===== src/core/gti_pkg.sv =====
// Package with register map, field layout and constants of the guard timer
package gti_pkg;
    // Register byte addresses on the plain register port
    localparam logic [15:0] GTI_ADDR_CSA = 16'hFFB1;
    localparam logic [15:0] GTI_ADDR_CSB = 16'hFFB2;
    localparam logic [15:0] GTI_ADDR_CNT = 16'hFFB3;
    localparam logic [15:0] GTI_ADDR_SEL = 16'hFFB4;
    localparam logic [15:0] GTI_ADDR_ALIAS = 16'hFFB5;

    localparam int GTI_DATA_W = 8;
    localparam int GTI_SEL_W = 3;

    // Control/status A field positions
    localparam int GTI_A_CNT_GUARD = 7;
    localparam int GTI_A_CNT_UNLOCK = 6;
    localparam int GTI_A_CTL_GUARD = 5;
    localparam int GTI_A_CTL_UNLOCK = 4;
    localparam int GTI_A_RUN_GUARD = 3;
    localparam int GTI_A_RUN = 2;
    localparam int GTI_A_RFLAG_GUARD = 1;
    localparam int GTI_A_RFLAG = 0;

    // Control/status B field positions
    localparam int GTI_B_OFLOW = 7;
    localparam int GTI_B_MUNL_GUARD = 6;
    localparam int GTI_B_MODE_UNLOCK = 5;
    localparam int GTI_B_MODE_GUARD = 4;
    localparam int GTI_B_MODE = 3;
    localparam int GTI_B_IE_GUARD = 2;
    localparam int GTI_B_IE = 1;

    // Counter values
    localparam logic [7:0] GTI_CNT_RESET = 8'h00;
    localparam logic [7:0] GTI_CNT_MAX = 8'hFF;
    localparam logic [7:0] GTI_CNT_ONE = 8'h01;

    // Prescaler: select code k divides by two to the power (base + k)
    localparam int GTI_PRE_W = 13;
    localparam int GTI_DIV_BASE = 6;
    localparam int GTI_DIV_MIN = 64;
    localparam logic [2:0] GTI_SEL_RESET = 3'h7;
    localparam logic [2:0] GTI_SEL_MIN = 3'h0;
endpackage : gti_pkg


===== src/core/gti_timer.sv =====
// Guard timer with watchdog and interval modes and write-guarded registers
`timescale 1ns/100ps
module gti_timer
    import gti_pkg::*;
#(
    parameter int PRE_W = GTI_PRE_W
) (
    input wire logic clk,
    input wire logic rst_b,
    input wire logic [15:0] bus_addr,
    input wire logic [GTI_DATA_W-1:0] bus_wdata,
    input wire logic bus_wr,
    input wire logic bus_rd,
    output logic [GTI_DATA_W-1:0] bus_rdata,
    output logic irq_req,
    output logic wdt_reset
);
    logic tick;
    logic [7:0] cnt_reg, cnt_next;
    logic run_reg, run_next;
    logic rflag_reg, rflag_next;
    logic cnt_unl_reg, cnt_unl_next;
    logic ctl_unl_reg, ctl_unl_next;
    logic oflow_reg, oflow_next;
    logic mode_unl_reg, mode_unl_next;
    logic imode_reg, imode_next;
    logic ie_reg, ie_next;
    logic [GTI_SEL_W-1:0] sel_reg, sel_next;
    logic rst_pulse_reg, rst_pulse_next;
    logic [GTI_DATA_W-1:0] rdata_reg, rdata_next;
    logic wr_a, wr_b, wr_cnt, wr_sel, cnt_load, wrap;

    // Count enable from the prescaler
    gti_prescaler #(
        .PRE_W(PRE_W)
    ) u_prescaler (
        .clk(clk),
        .rst_b(rst_b),
        .sel(sel_reg),
        .tick(tick)
    );

    // Address decode; the alias shares the counter itself
    assign wr_a = bus_wr && (bus_addr == GTI_ADDR_CSA);
    assign wr_b = bus_wr && (bus_addr == GTI_ADDR_CSB);
    assign wr_cnt = bus_wr && ((bus_addr == GTI_ADDR_CNT) ||
                               (bus_addr == GTI_ADDR_ALIAS));
    assign wr_sel = bus_wr && (bus_addr == GTI_ADDR_SEL);
    assign cnt_load = wr_cnt && cnt_unl_reg;
    // A preload in the wrap cycle wins, so that cycle has no overflow
    assign wrap = run_reg && tick && !cnt_load &&
                  (cnt_reg == GTI_CNT_MAX);

    // Next state of counter, flags and control bits
    always_comb begin
        cnt_next = cnt_reg;
        run_next = run_reg;
        rflag_next = rflag_reg;
        cnt_unl_next = cnt_unl_reg;
        ctl_unl_next = ctl_unl_reg;
        oflow_next = oflow_reg;
        mode_unl_next = mode_unl_reg;
        imode_next = imode_reg;
        ie_next = ie_reg;
        sel_next = sel_reg;
        rst_pulse_next = 1'b0;
        // Counter: software preload, else count on each enable while running
        if (cnt_load) begin
            cnt_next = bus_wdata;
        end else if (run_reg && tick) begin
            cnt_next = cnt_reg + GTI_CNT_ONE;
        end
        // Register A: each companion bit moves only with its guard at zero
        if (wr_a && !bus_wdata[GTI_A_CNT_GUARD]) begin
            cnt_unl_next = bus_wdata[GTI_A_CNT_UNLOCK];
        end
        if (wr_a && !bus_wdata[GTI_A_CTL_GUARD]) begin
            ctl_unl_next = bus_wdata[GTI_A_CTL_UNLOCK];
        end
        if (wr_a && ctl_unl_reg && !bus_wdata[GTI_A_RUN_GUARD]) begin
            run_next = bus_wdata[GTI_A_RUN];
        end
        // Reset flag: the overflow set wins over a clear in the same cycle
        if (wrap && !imode_reg) begin
            rflag_next = 1'b1;
            rst_pulse_next = 1'b1;
        end else if (wr_a && ctl_unl_reg &&
                     !bus_wdata[GTI_A_RFLAG_GUARD] &&
                     !bus_wdata[GTI_A_RFLAG]) begin
            rflag_next = 1'b0;
        end
        // Overflow flag: only a zero can be written, and the set wins
        if (wrap) begin
            oflow_next = 1'b1;
        end else if (wr_b && !bus_wdata[GTI_B_OFLOW]) begin
            oflow_next = 1'b0;
        end
        // Register B: mode needs a prior unlock write, hence two writes
        if (wr_b && !bus_wdata[GTI_B_MUNL_GUARD]) begin
            mode_unl_next = bus_wdata[GTI_B_MODE_UNLOCK];
        end
        if (wr_b && mode_unl_reg && !bus_wdata[GTI_B_MODE_GUARD]) begin
            imode_next = bus_wdata[GTI_B_MODE];
        end
        if (wr_b && !bus_wdata[GTI_B_IE_GUARD]) begin
            ie_next = bus_wdata[GTI_B_IE];
        end
        if (wr_sel) begin
            sel_next = bus_wdata[GTI_SEL_W-1:0];
        end
    end

    // Read data: guard bits read as one, stands only in the next cycle
    always_comb begin
        rdata_next = '0;
        if (bus_rd) begin
            unique case (bus_addr)
                GTI_ADDR_CSA: begin
                    rdata_next = {1'b1, cnt_unl_reg, 1'b1, ctl_unl_reg,
                                  1'b1, run_reg, 1'b1, rflag_reg};
                end
                GTI_ADDR_CSB: begin
                    rdata_next = {oflow_reg, 1'b1, mode_unl_reg, 1'b1,
                                  imode_reg, 1'b1, ie_reg, 1'b0};
                end
                GTI_ADDR_CNT, GTI_ADDR_ALIAS: begin
                    rdata_next = cnt_reg;
                end
                GTI_ADDR_SEL: begin
                    rdata_next = {{(GTI_DATA_W-GTI_SEL_W){1'b0}}, sel_reg};
                end
                default: begin
                    rdata_next = '0;
                end
            endcase
        end
    end

    // State registers; the pin reset clears the reset flag, as does a guarded zero write to register A while control is unlocked
    always_ff @(posedge clk or negedge rst_b) begin
        if (!rst_b) begin
            cnt_reg <= GTI_CNT_RESET;
            run_reg <= 1'b0;
            rflag_reg <= 1'b0;
            cnt_unl_reg <= 1'b0;
            ctl_unl_reg <= 1'b0;
            oflow_reg <= 1'b0;
            mode_unl_reg <= 1'b0;
            imode_reg <= 1'b0;
            ie_reg <= 1'b0;
            sel_reg <= GTI_SEL_RESET;
            rst_pulse_reg <= 1'b0;
            rdata_reg <= '0;
        end else begin
            cnt_reg <= cnt_next;
            run_reg <= run_next;
            rflag_reg <= rflag_next;
            cnt_unl_reg <= cnt_unl_next;
            ctl_unl_reg <= ctl_unl_next;
            oflow_reg <= oflow_next;
            mode_unl_reg <= mode_unl_next;
            imode_reg <= imode_next;
            ie_reg <= ie_next;
            sel_reg <= sel_next;
            rst_pulse_reg <= rst_pulse_next;
            rdata_reg <= rdata_next;
        end
    end

    // Outputs; the request is a level, software must clear the flag
    assign irq_req = oflow_reg && ie_reg;
    assign wdt_reset = rst_pulse_reg;
    assign bus_rdata = rdata_reg;
endmodule : gti_timer


===== src/core/gti_prescaler.sv =====
// Free-running prescaler that gives one-cycle count enables
`timescale 1ns/100ps
module gti_prescaler
    import gti_pkg::*;
#(
    parameter int PRE_W = GTI_PRE_W
) (
    input wire logic clk,
    input wire logic rst_b,
    input wire logic [GTI_SEL_W-1:0] sel,
    output logic tick
);
    logic [PRE_W-1:0] div_reg;
    logic [PRE_W-1:0] div_next;
    logic [PRE_W-1:0] mask;

    // Tick when all bits under the selected divide width are ones
    always_comb begin
        div_next = div_reg + PRE_W'(1);
        mask = ~({PRE_W{1'b1}} << (GTI_DIV_BASE + int'(sel)));
        tick = &(div_reg | ~mask);
    end

    // The prescaler never stops, so a new select takes effect at once
    always_ff @(posedge clk or negedge rst_b) begin
        if (!rst_b) begin
            div_reg <= '0;
        end else begin
            div_reg <= div_next;
        end
    end
endmodule : gti_prescaler


===== config.mk =====
export PLATFORM = sky130hd
export DESIGN_NAME = gti_timer
export DESIGN_NICKNAME = d
export VERILOG_FILES = /design/src/core/gti_pkg.sv /design/src/core/gti_timer.sv /design/src/core/gti_prescaler.sv
export SDC_FILE = /design/constraint.sdc
export NUM_CORES = 1
export LEC_CHECK = 0
export BUFFER_PORTS_ARGS = -buffer_cell sky130_fd_sc_hd__buf_4
export CAP_MARGIN = 40
export CORE_MARGIN = 5
export CORE_UTILIZATION = 50
export CTS_CLUSTER_SIZE = 20
export DETAILED_ROUTE_END_ITERATION = 10
export MAX_ROUTING_LAYER = met4
export PLACE_DENSITY = 0.71
export RECOVER_POWER = 100
export SYNTH_ARGS = -nofsm -noshare
export SYNTH_HDL_FRONTEND = slang
export SYNTH_SLANG_ARGS = --single-unit
export TNS_END_PERCENT = 1

===== constraint.sdc =====
create_clock -name clk -period 2.6 [get_ports clk]
set_input_delay 0.39 -clock clk [delete_from_list [all_inputs] [get_ports clk]]
set_output_delay 0.39 -clock clk [all_outputs]
set_load 0.005 [all_outputs]

==> flow_metrics.env <==
export IMPL_status="finished, violations left"
export IMPL_violations="max-capacitance violations, max-slew violations"
export IMPL_start_util_pct=52.1
export IMPL_fin_nets=304
export IMPL_worstSetupEndpointType="register"
export IMPL_cts_sinks=41
export IMPL_dr_pass1_iters=4
export IMPL_cts_tree="yes"
export IMPL_crit_path_max_fanout=12
export IMPL_grt_max_degree=42
export IMPL_p_comb_share_pct=7.4
export IMPL_vdd_drop_max_mv=0.243
export IMPL_p_per_area_nw_per_um2=421
export IMPL_core_area_um2=4410
export IMPL_cts_hold_fix_buffers=0
export IMPL_netlist_instances=233
export IMPL_syn_avg_cell_area_um2=9.87
export IMPL_ys_top_cells_by_area="dfrtp_1, mux2_2, xnor2_1"
export IMPL_synth_top_area_share_pct=41.3
export IMPL_swShare_pct=23.0
export IMPL_root_buffer="clkbuf_8"
export IMPL_postCtsSetupBuffers=0
export IMPL_dpl_cell_count=315
export IMPL_syn_to_final_growth_pct=15.5
export IMPL_yosysWarnings=0
export IMPL_fp_dieW_um=77.8
export IMPL_cts_inserted_buffers=5
export IMPL_ys_ff_latch=41
export IMPL_cts_resized=0
export IMPL_yosysTopAreaCell="dfrtp_1"
export IMPL_p_leak_nw=1.19
export IMPL_synthFlopType="dfrtp_1"
export IMPL_required_ns=2.80
export IMPL_maxCapViolCount=1
export IMPL_antenna_left=0
export IMPL_intPower_uw=861
export IMPL_clockBufferDepth=2
export IMPL_finalNonFillerCells=323
export IMPL_viasPerCell=5.91
export IMPL_slew_viol_final=42
export IMPL_setup_viol=0
export IMPL_fin_crit_sh_pct=91.3
export IMPL_drc=0
export IMPL_synth_edf_count=0
export IMPL_min_period_ns=2.37
export IMPL_rows=24
export IMPL_clk_pin_slew_ns=0.08
export IMPL_track_usage_pct=19.4
export IMPL_gp_congestion=0.810
export IMPL_slew_headroom_pct=-43.2
export IMPL_hold_viol_final=0
export IMPL_wire_per_inst_um=16.5
export IMPL_routed_wl_mm=5.33
export IMPL_tns_ns=0
export IMPL_synth_cell_types=53
export IMPL_clockPowerShare_pct=35.5
export IMPL_power_switching_uw=257
export IMPL_htree_levels=2
export IMPL_vias=1910
export IMPL_antenna_cells=0
export IMPL_syn_area_um2=2300
export IMPL_pin_count=38
export IMPL_largest_reg_flops=13
export IMPL_clk_insertion_delay_late_ns=0.29
export IMPL_overflow=0
export IMPL_syn_nets=267
export IMPL_antenna_found_initial=0
export IMPL_critPathArrivalTime_ns=2.58
export IMPL_pwr_share_seq_pct=57.0
export IMPL_drive_above_1_share_pct=23.2
export IMPL_hold_path_class="primary input to register"
export IMPL_ys_seq_area_share_pct=44.8
export IMPL_whs_ns=0.358
export IMPL_worst_pin_slew_ns=2.15
export IMPL_dieArea_um2=6060
export IMPL_fin_worst_skew_ns=0.00712
export IMPL_startpoint_type="register"
export IMPL_io_buffers=37
export IMPL_crit_type="register to register"
export IMPL_dp_hpwl_mm=4.02
export IMPL_async_flop_share_pct=100
export IMPL_chipHeight_um=77.8
export IMPL_fmax_mhz=421
export IMPL_grt_pass1_wl_mm=9.29
export IMPL_drt_iter0_drc=159
export IMPL_grt_pass1_vias=1963
export IMPL_rsz0062_at_grt="false"
[final timing paths]
kind                                    startpoint  cells after the start  slack, ns                       to
max                                     sel_reg[1]                      7       0.23               cnt_reg[3]
min                                   bus_wdata[6]                      2       0.36              cnt_unl_reg
max reg2reg                             sel_reg[1]                      7       0.23               cnt_reg[3]
min reg2reg                u_prescaler.div_reg[12]                      1       0.48  u_prescaler.div_reg[12]
max in group asynchronous                    rst_b                      1       0.65                wdt_reset
min in group asynchronous                    rst_b                      1       0.72             bus_rdata[1]
[final cells by class]
| class | instances | area, um2 |
|---|---|---|
| fillers | 397 | 1760 |
| clock inverters | 2 | 10.0 |
| multi-input cells | 172 | 1160 |
| flip-flops and latches | 41 | 1030 |
| clock buffers | 6 | 72.6 |
| well taps | 52 | 65.1 |
| repair buffers | 38 | 275 |
| inverters | 12 | 45.0 |
[power by group through the flow]
stage / sequential [mW] / combinational, mW / clock (mW)
2_1_floorplan: 0.650 / 0.0303 / 0
3_3_place_gp: 0.650 / 0.0856 / 0
3_5_place_dp: 0.650 / 0.0854 / 0
4_1_cts: 0.637 / 0.0857 / 0.410
5_1_grt: 0.637 / 0.0929 / 0.438
6_report: 0.638 / 0.0828 / 0.397
[critical path: stages, from the launching register on]
cell and delay (ns):
dfstp_2 0.61, inv_1 0.06, ha_1 0.34, nor4b_1 0.57, a2111oi_4 0.07, o21a_2 0.23
a31o_2 0.23, a31oi_1 0.17
[through the flow]
stage          area [um2]  power, mW  setup slack [ns]  util [%]
2_1_floorplan        2300      0.680             0.497         -
3_3_place_gp         2610      0.735             0.407      59.0
3_5_place_dp         2610      0.735             0.281      59.0
4_1_cts              2690       1.13             0.222      60.9
5_1_grt              2660       1.17            0.0787      60.1
6_report             2660       1.12             0.226      60.1
[logic make-up (layout without fill, tap and decap cells)]
| logic type | Yosys count | after routing | share of synthesized area, % |
|---|---|---|---|
| simple gates | 95 | 95 | 23.8 |
| compound gates | 49 | 49 | 14.9 |
| flops | 41 | 41 | 44.8 |
| buf+inv | 20 | 58 | 3.86 |
| xor+xnor | 12 | 12 | 4.57 |
| mux | 9 | 9 | 4.41 |
| fa+ha+maj | 7 | 7 | 3.70 |
[cells in the final DEF, fill, tap and decap left out, types with 2 or more instances in the layout]
| cell | instances |
|---|---|
| clkinv_2 | 2 |
| nor3b_1 | 2 |
| mux2_2 | 9 |
| nor2_1 | 23 |
| xnor2_1 | 10 |
| nand4b_1 | 4 |
| nand4_1 | 9 |
| xor2_1 | 2 |
| o22ai_1 | 2 |
| o31a_1 | 2 |
| a31o_1 | 2 |
| nand2_1 | 12 |
| a31oi_1 | 11 |
| nor4b_1 | 2 |
| inv_1 | 12 |
| clkbuf_1 | 3 |
| a21oi_1 | 10 |
| ha_1 | 6 |
| clkbuf_8 | 5 |
| dfrtp_1 | 38 |
| nor2b_1 | 4 |
| nand3_1 | 15 |
| nor3_1 | 3 |
| and3_1 | 9 |
| buf_4 | 26 |
| clkbuf_4 | 9 |
| and2_0 | 2 |
| o21ai_0 | 9 |
| a31o_2 | 2 |
| dfstp_2 | 3 |
[routing by layer]
layer  global-route usage [%]  vias to the layer above  routed length [um]
met2                     30.1                       51                2560
li1                         -                      922                   -
met5                        -                        -                   0
met1                     24.9                      931                2370
met3                     4.63                        6                 336
met4                     6.53                        0                  62
[cell usage after synthesis (2+ instances only)]
cell type and instances:
nand4b_1 4, xor2_1 2, mux2_2 9, dfstp_2 3, clkbuf_1 3, a31o_1 2, ha_1 6, and3_1 9
o21ai_0 9, a31o_2 2, buf_2 2, nor3_1 3, nor4b_1 2, nand4_1 9, o31a_1 2, inv_1 12
a31oi_1 11, o22ai_1 2, nor2_1 23, dfrtp_1 38, and2_1 2, xnor2_1 10, nand3_1 15, a21oi_1 10
nand2_1 12, nor2b_1 4
Power figures use the tool's default switching activity.
